--- config.mk ---
export PLATFORM = sky130hd
export DESIGN_NAME = gate_am_ctrl
export DESIGN_NICKNAME = d
export VERILOG_FILES = /design/src/core/gate_am_pkg.sv /design/src/core/gate_am_ctrl.sv /design/src/core/period_to_freq.sv
export SDC_FILE = /design/constraint.sdc
export NUM_CORES = 1
export LEC_CHECK = 0
export BUFFER_PORTS_ARGS = -buffer_cell sky130_fd_sc_hd__buf_4
export CAP_MARGIN = 20
export CORE_MARGIN = 2
export CORE_UTILIZATION = 40
export DETAILED_ROUTE_END_ITERATION = 7
export HOLD_SLACK_MARGIN = 0.1
export RECOVER_POWER = 25
export SLEW_MARGIN = 20
export SYNTH_ARGS = -nofsm -noshare
export SYNTH_HDL_FRONTEND = slang
export SYNTH_SLANG_ARGS = --single-unit
--- constraint.sdc ---
create_clock -name clk -period 22.4 [get_ports clk]
set_clock_uncertainty 0.2 [all_clocks]
set_input_delay 1.12 -clock clk [delete_from_list [all_inputs] [get_ports clk]]
set_output_delay 1.12 -clock clk [all_outputs]
set_load 0.005 [all_outputs]
--- src/core/gate_am_pkg.sv ---
// Constants for the gate and amplitude-modulation control block.
// Assumes a 10 MHz system clock and a plain register port.
package gate_am_pkg;

	// Clock and internal trigger generator timing
	localparam int unsigned CLK_HZ        = 10_000_000;
	localparam int unsigned CLK_PERIOD_NS = 1_000_000_000 / CLK_HZ;
	localparam int unsigned HALF_STEP_NS  = 10_000;
	localparam int unsigned HALF_STEP_CYC = HALF_STEP_NS / CLK_PERIOD_NS;
	localparam int unsigned BLINK_MS      = 250;
	localparam int unsigned BLINK_CYC_DEF = BLINK_MS * (CLK_HZ / 1000);

	// Generator period limits and steps, in microseconds
	localparam logic [31:0] INTERNAL_TRIGGER_GENERATOR_STEP_US   = 32'h0000_0014;
	localparam logic [31:0] INTERNAL_TRIGGER_GENERATOR_MIN_US    = 32'h0000_0014;
	localparam logic [31:0] INTERNAL_TRIGGER_GENERATOR_MAX_US    = 32'h0BEB_C200;
	localparam logic [31:0] SINE_PERIOD_US = 32'h0000_03E8;
	localparam logic [23:0] INTERNAL_TRIGGER_GENERATOR_STEPS_RST = 24'h00_0032;
	localparam logic [31:0] FREQ_DIVIDEND  = 32'h3B9A_CA00;

	// Modulation depth in percent
	localparam logic [6:0] DEPTH_MIN = 7'h01;
	localparam logic [6:0] DEPTH_MAX = 7'h64;
	localparam logic [6:0] DEPTH_RST = 7'h1E;

	// Register byte offsets
	localparam logic [7:0] KEY_OFS    = 8'h00;
	localparam logic [7:0] GCFG_OFS   = 8'h04;
	localparam logic [7:0] AMCFG_OFS  = 8'h08;
	localparam logic [7:0] PERIOD_OFS = 8'h0C;
	localparam logic [7:0] FREQ_OFS   = 8'h10;
	localparam logic [7:0] SHARE_OFS  = 8'h14;
	localparam logic [7:0] STAT_OFS   = 8'h18;

	// Field positions
	localparam int unsigned KEY_GATE_BIT  = 0;
	localparam int unsigned KEY_AM_BIT    = 1;
	localparam int unsigned KEY_MAN_BIT   = 2;
	localparam int unsigned GCFG_SRC_LSB  = 0;
	localparam int unsigned GCFG_EDIT_BIT = 2;
	localparam int unsigned AM_SRC_BIT    = 0;
	localparam int unsigned AM_WAVE_BIT   = 1;
	localparam int unsigned AM_EDIT_BIT   = 2;
	localparam int unsigned AM_DEPTH_LSB  = 8;
	localparam int unsigned SH_GATE_BIT   = 0;
	localparam int unsigned SH_FSK_BIT    = 1;
	localparam int unsigned SH_AM_BIT     = 2;
	localparam int unsigned SH_TRIG_BIT   = 3;
	localparam int unsigned SH_FREE_BIT   = 4;

	// Gate source choices
	typedef enum logic [1:0] {
		GATE_SRC_EXT,
		GATE_SRC_MAN,
		GATE_SRC_INTERNAL_TRIGGER_GENERATOR
	} gate_src_e;

endpackage

--- src/core/gate_am_ctrl.sv ---
// Gated output and amplitude-modulation control with trigger generator.
// Assumes key and remote events are one-cycle pulses on clk; only the
// external gate pin is asynchronous.
// What this block does
// - Gate key toggles gated-output enable, indicated
// - Gate indicator blinks while gate editing
// - Gate source: external, manual/remote, or generator
// - Gate open passes waveform, else dc offset
// - Main waveform free-running, never resynchronised
// - External source: level-sensitive gate input
// - Manual source: each press flips gate
// - Generator source: gate open while square high
// - Programmable shared square-wave trigger generator
// - Unreachable periods round up to next step
// - Generator square wave on dedicated output
// - Report generator users, or free
// - Equivalent frequency derived, read-only
// - Modulation key toggles enable; blink in edit
// - Modulation source: external amplitude or generator
// - Depth accepts whole percent 1 to 100
// - Modulation waveform square default, or sine
// - Sine shows fixed period, keeps user period
//
// Implementation choices: the register addresses and the address-and-strobe port.
`timescale 1ns/100ps
module gate_am_ctrl
	import gate_am_pkg::*;
#(
	parameter int unsigned BLINK_CYC = BLINK_CYC_DEF
) (
	input  wire logic        clk,
	input  wire logic        rst,
	input  wire logic [7:0]  addr,
	input  wire logic [31:0] wdata,
	input  wire logic        wr,
	input  wire logic        rd,
	output logic      [31:0] rdata,
	input  wire logic        gate_key_press,
	input  wire logic        am_key_press,
	input  wire logic        manual_trigger_key,
	input  wire logic        external_gate_input,
	input  wire logic        fsk_uses_internal_trigger_generator,
	input  wire logic        trig_uses_internal_trigger_generator,
	input  wire logic [11:0] main_wave,
	input  wire logic [11:0] dc_offset,
	output logic      [11:0] main_out,
	output logic             gate_indicator,
	output logic             am_indicator,
	output logic             trigger_generator_output,
	output logic             am_enable,
	output logic             am_internal,
	output logic             am_sine_select,
	output logic      [6:0]  modulation_depth_setting,
	output logic             am_square_mod
);

	// Configuration and control state
	logic        gate_en_q,   gate_en_d;
	logic        gate_edit_q, gate_edit_d;
	gate_src_e   gate_src_q,  gate_src_d;
	logic        man_gate_q,  man_gate_d;
	logic        am_en_q,     am_en_d;
	logic        am_edit_q,   am_edit_d;
	logic        am_int_q,    am_int_d;
	logic        am_sine_q,   am_sine_d;
	logic [6:0]  depth_q,     depth_d;
	logic [23:0] steps_q,     steps_d;
	logic [31:0] rdata_q,     rdata_d;
	// Generator, blink and output state
	logic [6:0]  pre_q,       pre_d;
	logic [23:0] half_q,      half_d;
	logic        internal_trigger_generator_q,      internal_trigger_generator_d;
	logic [23:0] blink_cnt_q, blink_cnt_d;
	logic        blink_q,     blink_d;
	logic        ext_s1_q,    ext_s2_q;
	logic [11:0] out_q,       out_d;
	logic        gind_q,      gind_d;
	logic        aind_q,      aind_d;
	logic [31:0] disp_q;
	// Combinational helpers
	logic        gate_key_ev, am_key_ev, man_ev, tick, gate_cond;
	logic [31:0] req_us, disp_period, freq_mhz;
	logic [4:0]  share;

	// Key events from front panel or remote writes
	assign gate_key_ev = gate_key_press
		| (wr && addr == KEY_OFS && wdata[KEY_GATE_BIT]);
	assign am_key_ev   = am_key_press
		| (wr && addr == KEY_OFS && wdata[KEY_AM_BIT]);
	assign man_ev      = manual_trigger_key
		| (wr && addr == KEY_OFS && wdata[KEY_MAN_BIT]);

	// Displayed period forced while sine modulation is chosen
	assign disp_period = am_sine_q ? SINE_PERIOD_US
		: 32'(steps_q * INTERNAL_TRIGGER_GENERATOR_STEP_US);

	// Generator users, free when nobody else has it
	assign share[SH_GATE_BIT] = (gate_src_q == GATE_SRC_INTERNAL_TRIGGER_GENERATOR);
	assign share[SH_FSK_BIT]  = fsk_uses_internal_trigger_generator;
	assign share[SH_AM_BIT]   = am_int_q;
	assign share[SH_TRIG_BIT] = trig_uses_internal_trigger_generator;
	assign share[SH_FREE_BIT] = ~|share[SH_TRIG_BIT:SH_GATE_BIT];

	// Clamp the requested period into range
	always_comb begin
		req_us = wdata;
		if (wdata < INTERNAL_TRIGGER_GENERATOR_MIN_US)
			req_us = INTERNAL_TRIGGER_GENERATOR_MIN_US;
		else if (wdata > INTERNAL_TRIGGER_GENERATOR_MAX_US)
			req_us = INTERNAL_TRIGGER_GENERATOR_MAX_US;
	end

	// Register writes, key toggles and read mux
	always_comb begin
		gate_en_d   = gate_en_q;
		gate_edit_d = gate_edit_q;
		gate_src_d  = gate_src_q;
		man_gate_d  = man_gate_q;
		am_en_d     = am_en_q;
		am_edit_d   = am_edit_q;
		am_int_d    = am_int_q;
		am_sine_d   = am_sine_q;
		depth_d     = depth_q;
		steps_d     = steps_q;
		rdata_d     = '0;
		if (gate_key_ev)
			gate_en_d = ~gate_en_q;
		if (am_key_ev)
			am_en_d = ~am_en_q;
		if (man_ev && gate_src_q == GATE_SRC_MAN)
			man_gate_d = ~man_gate_q;
		if (wr) begin
			case (addr)
				GCFG_OFS: begin
					gate_edit_d = wdata[GCFG_EDIT_BIT];
					case (wdata[GCFG_SRC_LSB +: 2])
						2'h0: gate_src_d = GATE_SRC_EXT;
						2'h1: gate_src_d = GATE_SRC_MAN;
						2'h2: gate_src_d = GATE_SRC_INTERNAL_TRIGGER_GENERATOR;
						default: gate_src_d = gate_src_q;
					endcase
				end
				AMCFG_OFS: begin
					am_edit_d = wdata[AM_EDIT_BIT];
					am_int_d  = wdata[AM_SRC_BIT];
					am_sine_d = wdata[AM_WAVE_BIT];
					if (wdata[AM_DEPTH_LSB +: 7] >= DEPTH_MIN
						&& wdata[AM_DEPTH_LSB +: 7] <= DEPTH_MAX)
						depth_d = wdata[AM_DEPTH_LSB +: 7];
				end
				PERIOD_OFS: begin
					steps_d = 24'((req_us + INTERNAL_TRIGGER_GENERATOR_STEP_US - 32'h0000_0001)
						/ INTERNAL_TRIGGER_GENERATOR_STEP_US);
				end
				default: begin
				end
			endcase
		end
		if (rd) begin
			case (addr)
				KEY_OFS:    rdata_d = {30'h0000_0000, am_en_q, gate_en_q};
				GCFG_OFS:   rdata_d = {29'h0000_0000, gate_edit_q,
					gate_src_q};
				AMCFG_OFS:  rdata_d = {17'h0_0000, depth_q, 5'h00,
					am_edit_q, am_sine_q, am_int_q};
				PERIOD_OFS: rdata_d = disp_period;
				FREQ_OFS:   rdata_d = freq_mhz;
				SHARE_OFS:  rdata_d = {27'h000_0000, share};
				STAT_OFS:   rdata_d = {29'h0000_0000, gate_cond, internal_trigger_generator_q,
					ext_s2_q};
				default:    rdata_d = '0;
			endcase
		end
	end

	// Configuration registers
	always_ff @(posedge clk) begin
		if (rst) begin
			gate_en_q   <= 1'b0;
			gate_edit_q <= 1'b0;
			gate_src_q  <= GATE_SRC_EXT;
			man_gate_q  <= 1'b0;
			am_en_q     <= 1'b0;
			am_edit_q   <= 1'b0;
			am_int_q    <= 1'b0;
			am_sine_q   <= 1'b0;
			depth_q     <= DEPTH_RST;
			steps_q     <= INTERNAL_TRIGGER_GENERATOR_STEPS_RST;
			rdata_q     <= '0;
		end else begin
			gate_en_q   <= gate_en_d;
			gate_edit_q <= gate_edit_d;
			gate_src_q  <= gate_src_d;
			man_gate_q  <= man_gate_d;
			am_en_q     <= am_en_d;
			am_edit_q   <= am_edit_d;
			am_int_q    <= am_int_d;
			am_sine_q   <= am_sine_d;
			depth_q     <= depth_d;
			steps_q     <= steps_d;
			rdata_q     <= rdata_d;
		end
	end

	// Trigger generator: 10 us ticks, toggle each half period
	assign tick = (pre_q == 7'(HALF_STEP_CYC - 1));
	always_comb begin
		pre_d       = tick ? 7'h00 : pre_q + 7'h01;
		half_d      = half_q;
		internal_trigger_generator_d      = internal_trigger_generator_q;
		blink_cnt_d = blink_cnt_q + 24'h00_0001;
		blink_d     = blink_q;
		if (tick) begin
			if (half_q >= steps_q - 24'h00_0001) begin
				half_d = '0;
				internal_trigger_generator_d = ~internal_trigger_generator_q;
			end else begin
				half_d = half_q + 24'h00_0001;
			end
		end
		if (blink_cnt_q >= 24'(BLINK_CYC - 1)) begin
			blink_cnt_d = '0;
			blink_d     = ~blink_q;
		end
	end

	// Generator and blink timers
	always_ff @(posedge clk) begin
		if (rst) begin
			pre_q       <= '0;
			half_q      <= '0;
			internal_trigger_generator_q      <= 1'b0;
			blink_cnt_q <= '0;
			blink_q     <= 1'b0;
		end else begin
			pre_q       <= pre_d;
			half_q      <= half_d;
			internal_trigger_generator_q      <= internal_trigger_generator_d;
			blink_cnt_q <= blink_cnt_d;
			blink_q     <= blink_d;
		end
	end

	// Gate pin synchroniser
	always_ff @(posedge clk) begin
		if (rst) begin
			ext_s1_q <= 1'b0;
			ext_s2_q <= 1'b0;
		end else begin
			ext_s1_q <= external_gate_input;
			ext_s2_q <= ext_s1_q;
		end
	end

	// Gate condition by source
	always_comb begin
		case (gate_src_q)
			GATE_SRC_EXT:  gate_cond = ext_s2_q;
			GATE_SRC_MAN:  gate_cond = man_gate_q;
			GATE_SRC_INTERNAL_TRIGGER_GENERATOR: gate_cond = internal_trigger_generator_q;
			default:       gate_cond = 1'b0;
		endcase
	end

	// Output switch and indicators; waveform is passed untouched
	always_comb begin
		out_d  = (!gate_en_q || gate_cond) ? main_wave : dc_offset;
		gind_d = gate_edit_q ? blink_q : gate_en_q;
		aind_d = am_edit_q ? blink_q : am_en_q;
	end

	// Output registers
	always_ff @(posedge clk) begin
		if (rst) begin
			out_q  <= '0;
			gind_q <= 1'b0;
			aind_q <= 1'b0;
			disp_q <= '0;
		end else begin
			out_q  <= out_d;
			gind_q <= gind_d;
			aind_q <= aind_d;
			disp_q <= disp_period;
		end
	end

	// Frequency shown beside the period, recomputed on change
	period_to_freq u_freq (
		.clk      (clk),
		.rst      (rst),
		.start    (disp_q != disp_period),
		.divisor  (disp_period),
		.quotient (freq_mhz)
	);

	assign rdata                    = rdata_q;
	assign main_out                 = out_q;
	assign gate_indicator           = gind_q;
	assign am_indicator             = aind_q;
	assign trigger_generator_output = internal_trigger_generator_q;
	assign am_enable                = am_en_q;
	assign am_internal              = am_int_q;
	assign am_sine_select           = am_sine_q;
	assign modulation_depth_setting = depth_q;
	assign am_square_mod            = internal_trigger_generator_q;

	// Checks
	property p_gate_toggle;
		@(posedge clk) disable iff (rst)
		gate_key_ev |=> gate_en_q != $past(gate_en_q);
	endproperty
	a_gate_toggle: assert property (p_gate_toggle)
		else $error("gate enable did not toggle");

	property p_gate_blink;
		@(posedge clk) disable iff (rst)
		gate_edit_q |=> gate_indicator == $past(blink_q);
	endproperty
	a_gate_blink: assert property (p_gate_blink)
		else $error("gate indicator not blinking in edit");

	property p_src_legal;
		@(posedge clk) disable iff (rst)
		gate_src_q != 2'h3;
	endproperty
	a_src_legal: assert property (p_src_legal)
		else $error("illegal gate source");

	property p_closed_offset;
		@(posedge clk) disable iff (rst)
		gate_en_q && !gate_cond |=> main_out == $past(dc_offset);
	endproperty
	a_closed_offset: assert property (p_closed_offset)
		else $error("closed gate did not show dc offset");

	property p_ext_level;
		@(posedge clk) disable iff (rst)
		gate_en_q && gate_src_q == GATE_SRC_EXT && ext_s2_q
			|=> main_out == $past(main_wave);
	endproperty
	a_ext_level: assert property (p_ext_level)
		else $error("external gate high did not pass waveform");

	property p_man_flip;
		@(posedge clk) disable iff (rst)
		man_ev && gate_src_q == GATE_SRC_MAN
			|=> man_gate_q != $past(man_gate_q);
	endproperty
	a_man_flip: assert property (p_man_flip)
		else $error("manual gate did not flip");

	property p_internal_trigger_generator_edge;
		@(posedge clk) disable iff (rst)
		$changed(internal_trigger_generator_q) |-> $past(tick);
	endproperty
	a_internal_trigger_generator_edge: assert property (p_internal_trigger_generator_edge)
		else $error("generator changed off a tick");

	property p_round_up;
		@(posedge clk) disable iff (rst)
		wr && addr == PERIOD_OFS && wdata >= INTERNAL_TRIGGER_GENERATOR_MIN_US
			&& wdata <= INTERNAL_TRIGGER_GENERATOR_MAX_US
			|=> 32'(steps_q * INTERNAL_TRIGGER_GENERATOR_STEP_US) >= $past(wdata)
			&& 32'(steps_q * INTERNAL_TRIGGER_GENERATOR_STEP_US) < $past(wdata) + INTERNAL_TRIGGER_GENERATOR_STEP_US;
	endproperty
	a_round_up: assert property (p_round_up)
		else $error("period not rounded up to next step");

	property p_free;
		@(posedge clk) disable iff (rst)
		share[SH_FREE_BIT] |-> !am_int_q && gate_src_q != GATE_SRC_INTERNAL_TRIGGER_GENERATOR;
	endproperty
	a_free: assert property (p_free)
		else $error("free shown while generator in use");

	property p_depth;
		@(posedge clk) disable iff (rst)
		depth_q >= DEPTH_MIN && depth_q <= DEPTH_MAX;
	endproperty
	a_depth: assert property (p_depth)
		else $error("depth out of range");

	property p_sine_disp;
		@(posedge clk) disable iff (rst)
		rd && addr == PERIOD_OFS && am_sine_q |=> rdata == SINE_PERIOD_US;
	endproperty
	a_sine_disp: assert property (p_sine_disp)
		else $error("sine period not forced on display");

	c_ext_gate: cover property (@(posedge clk) disable iff (rst)
		gate_en_q && gate_src_q == GATE_SRC_EXT && $rose(ext_s2_q));
	c_internal_trigger_generator_gate: cover property (@(posedge clk) disable iff (rst)
		gate_en_q && gate_src_q == GATE_SRC_INTERNAL_TRIGGER_GENERATOR && $fell(internal_trigger_generator_q));
	c_am_sine: cover property (@(posedge clk) disable iff (rst)
		am_en_q && am_int_q && am_sine_q);

endmodule

--- src/core/period_to_freq.sv ---
// Serial divider turning a period in microseconds into millihertz.
// Assumes the divisor is never zero and stays put while busy.
`timescale 1ns/100ps
module period_to_freq
	import gate_am_pkg::*;
(
	input  wire logic        clk,
	input  wire logic        rst,
	input  wire logic        start,
	input  wire logic [31:0] divisor,
	output logic      [31:0] quotient
);

	logic [32:0] rem_q,  rem_d;
	logic [31:0] quo_q,  quo_d;
	logic [31:0] res_q,  res_d;
	logic [5:0]  cnt_q,  cnt_d;
	logic        busy_q, busy_d;
	logic [32:0] trial;

	// One quotient bit per cycle, restart on request
	always_comb begin
		rem_d  = rem_q;
		quo_d  = quo_q;
		res_d  = res_q;
		cnt_d  = cnt_q;
		busy_d = busy_q;
		trial  = {rem_q[31:0], quo_q[31]};
		if (start) begin
			rem_d  = '0;
			quo_d  = FREQ_DIVIDEND;
			cnt_d  = 6'h20;
			busy_d = 1'b1;
		end else if (busy_q) begin
			if (trial >= {1'b0, divisor}) begin
				rem_d = trial - {1'b0, divisor};
				quo_d = {quo_q[30:0], 1'b1};
			end else begin
				rem_d = trial;
				quo_d = {quo_q[30:0], 1'b0};
			end
			cnt_d = cnt_q - 6'h01;
			if (cnt_q == 6'h01) begin
				busy_d = 1'b0;
				res_d  = quo_d;
			end
		end
	end

	// Divider state
	always_ff @(posedge clk) begin
		if (rst) begin
			rem_q  <= '0;
			quo_q  <= '0;
			res_q  <= '0;
			cnt_q  <= '0;
			busy_q <= 1'b0;
		end else begin
			rem_q  <= rem_d;
			quo_q  <= quo_d;
			res_q  <= res_d;
			cnt_q  <= cnt_d;
			busy_q <= busy_d;
		end
	end

	assign quotient = res_q;

endmodule

==> metrics.md <==
| Metric | Value |
|---|---|
| Status | finished, violations left |
| Failing checks | capacitance limit, slew limit |
| Layout cells sized above 1 | 11.2% |
| # rows | 78 |
| FFs w/ async S/R, synth | 0% |
| Achievable clock frequency | 0.0819 GHz |
| Mean area per synthesized cell | approximately 8 um2 |
| Distinct cells, synth | 110 |
| Largest net degree at the start of global routing | slightly below 90 |
| Postcts setup bufs | 0 |
| Post-DRT Antenna Nets | 0 |
| Later-pin clock latency in the skew report | 540 ps |
| Number of flops mapped to enable cells by yosys | 0 |
| #FFs+latches synth | 275 |
| Core area | 45100 um2 |
| DRT iter0 DRCs | between 1000 and 1500 |
| I/O Buffers | between 100 and 150 |
| N_diodes | 0 |
| Drt pass-1 iters | 5 |
| CTS root buf | clkbuf_16 |
| Relative slew slack | -162% |
| Die height | 217 um |
| Clock transition at path regs | 60 ps |
| Vias per inst | 5.67 |
| Max-Cap Viols | 2 |
| Post-synthesis sequential area ratio | 30.4% |
| H-tree depth | 2 |
| RSZ-0062 raised after global routing | no |
| Critical path type | input pin to flop |
| Fillers | ~4500 |
| Total wire length | 50300 um |
| Max stage delay on crit path | 630 ps |
| Most used cell, CP | nand2_1 |
| Final Hold Vio Count | 0 |
| Startpoint class of the critical path | input pin |
| Hold_buf cts | 0 |
| Grt total ovfl | 0 |
| Gr usage total | 21.0% |
| Slowest CP cell | o311ai_1 |
| Critical-path maximum fanout | 29 |
| # IOs | 132 |
| Cts repair resizes | 0 |
| Clk buf depth | 3 |
| YS warnings | 0 |
| Actual slew at the worst max-slew pin | ~4000 ps |
| Via count | 16828 |
| Fin crit period | 12210 ps |
| Top delay family on crit path | compound AO/OA/AOI/OAI gates |
| Final period utilization | 54.5% |
| Maximum vdd ir drop | 0.0408 mV |
| Routability cong. | about 0.9 |
| First-pass GRT wire length | 81800 um |
| WL/cell | 17.0 um |
| Hold WC Path Type | flop to flop |
| Most common flop cell mapped by yosys | dfxtp_1 |
| CTS Sinks | 275 |
| Initial core utilization | between 40% and 50% |
| Die Wd | 217 um |
| Pins Over Slew Limit | 141 |
| Mapped cell area | between 15000 and 20000 um2 |
| Pwr per Cell Area | between 60 and 70 nW/um2 |
| Num CTS Buffers | 34 |
| Vias in the first global route | 15813 |
| Final setup viols | 0 |
| Synth Instances | 2278 |
| Pwr Total | 1240 uW |
| Synthesis-to-layout area growth | 13.0% |
| Worst EP arrival | 12420 ps |
| DP HPWL | 37500 um |
| Initial antenna violation count | 0 |
| Die Area | 47100 um2 |
| DRC | 0 |
| Pleak | 0.00774 uW |
| Fin Setup TNS | 0 ps |
| CTS tree | done |
| Nature of the critical path endpoint | flop |
| Crit path buf inv count | 2 |
| Layout Nets | 2520 |
| WP data required | approximately 23000 ps |
-- Yosys cell counts, types with 19 or more instances --
| cell type | number | area share (%) |
|---|---|---|
| o21bai_1 | 20 | 0.83 |
| nand2_1 | 198 | 4.1 |
| and2_1 | 20 | 0.69 |
| o21ai_0 | 67 | 1.8 |
| and3_1 | 26 | 0.90 |
| xnor2_1 | 109 | 5.3 |
| nand4_1 | 29 | 1.0 |
| a211oi_1 | 45 | 1.9 |
| nor3_1 | 64 | 1.8 |
| nor2b_1 | 19 | 0.66 |
| nand2b_1 | 37 | 1.3 |
| a21o_1 | 21 | 0.87 |
| xor2_1 | 61 | 2.9 |
| ha_1 | 102 | 7.0 |
| dfxtp_1 | 275 | 30 |
| nor4_1 | 25 | 0.86 |
| nor2_1 | 367 | 7.6 |
| inv_1 | 54 | 1.1 |
| nand3_1 | 64 | 1.8 |
| a21oi_1 | 175 | 4.8 |
| clkbuf_1 | 81 | 1.7 |
| mux2i_1 | 62 | 3.4 |
-- routing by layer --
| layer | track usage [%] | part of all wire [%] | up-vias |
|---|---|---|---|
| li1 | - | - | 8279 |
| met1 | 28.2 | 46 | 7900 |
| met2 | 34.0 | 45 | 555 |
| met3 | 3.58 | 6.3 | 94 |
| met4 | 6.99 | 2.7 | 0 |
| met5 | 0 | 0 | - |
-- cell usage in the layout (no fill, tap or decap), types with 45 or more instances in the layout --
cell      instances
nor3_1           64
buf_4            88
xnor2_1         109
a21oi_1         175
a211oi_1         45
xor2_1           61
nand2_1         198
dfxtp_1         274
inv_1            54
o21ai_0          67
ha_1            102
nor2_1          367
mux2i_1          62
nand3_1          64
-- worst reg2reg max path: cells and delay by family, from the launching register on --
family | cells | cell delay [ps]
compound gates | 20 | 3040
xor+xnor | 1 | 190
fa+ha+maj | 4 | 1330
buf+inv | 2 | 580
flops | 1 | 530
mux | 1 | 320
simple gates | 8 | 1330
-- where the power goes --
group | leakage (uW) | internal, uW | switching (uW) | total [uW]
clock network | 0.000550 | 329 | 223 | 552
logic | 0.00496 | 75.6 | 116 | 192
registers | 0.00223 | 495 | 4.45 | 500
total | 0.00774 | 900 | 343 | 1240
-- flip-flops by register name, summed over array words and instances (netlist names), 24 cells and up --
signal / count
u_freq.quo_q: 32
rdata: 32
blink_cnt_q: 24
u_freq.quotient: 32
half_q: 24
disp_q: 27
u_freq.rem_q: 32
steps_q: 24
-- per-stage QoR --
stage | util [%] | hold WS [ps] | area [um2] | worst slack [ps] | instances
global route | 45.5 | 259 | 20500 | 9260 | 2967
CTS | 45.6 | 246 | 20600 | 10440 | 2967
global placement | 43.1 | 229 | 19500 | 10280 | 2906
detailed placement | 43.1 | 238 | 19500 | 9890 | 2906
finish | 45.5 | 237 | 20500 | 10190 | 2967
floorplan | - | 213 | 18100 | 11770 | 2279
-- area by class of cell --
cell class	instances	area (um2)	area share (%)
sequential	275	5510	26.9
tap	600	751	3.66
clock buffer	46	967	4.72
inverter	54	203	0.989
clock inverter	15	161	0.787
timing repair buffer	147	1020	5.00
multi-input combinational	1830	11900	58.0
-- path summary, 6_finish.rpt --
path	to	slack (ps)	from	cells after the start
worst max-delay path	steps_q[0]$_SDFFE_PP0P_	10190	wdata[26]	39
worst min-delay path	pre_q[0]$_SDFF_PP0_	240	pre_q[0]$_SDFF_PP0_	1
worst max register to register	u_freq.rem_q[3]$_SDFFE_PP0P_	14700	steps_q[1]$_SDFFE_PP1P_	36
worst min register to register	pre_q[0]$_SDFF_PP0_	240	pre_q[0]$_SDFF_PP0_	1
-- cell families (layout without fill, tap and decap cells) --
logic type	after synthesis	in the layout	share of synthesized area, %
AO/OA/AOI/OAI	550	550	21.3
XOR/XNOR	170	170	8.21
adder cells (fa/ha/maj)	108	108	7.48
buffers and inverters	174	262	4.21
flip-flops	275	275	30.4
multiplexers	66	66	3.67
other	1	2	0.0207
AND/OR/NAND/NOR	934	934	24.7
(Power assumes the default switching activity.)
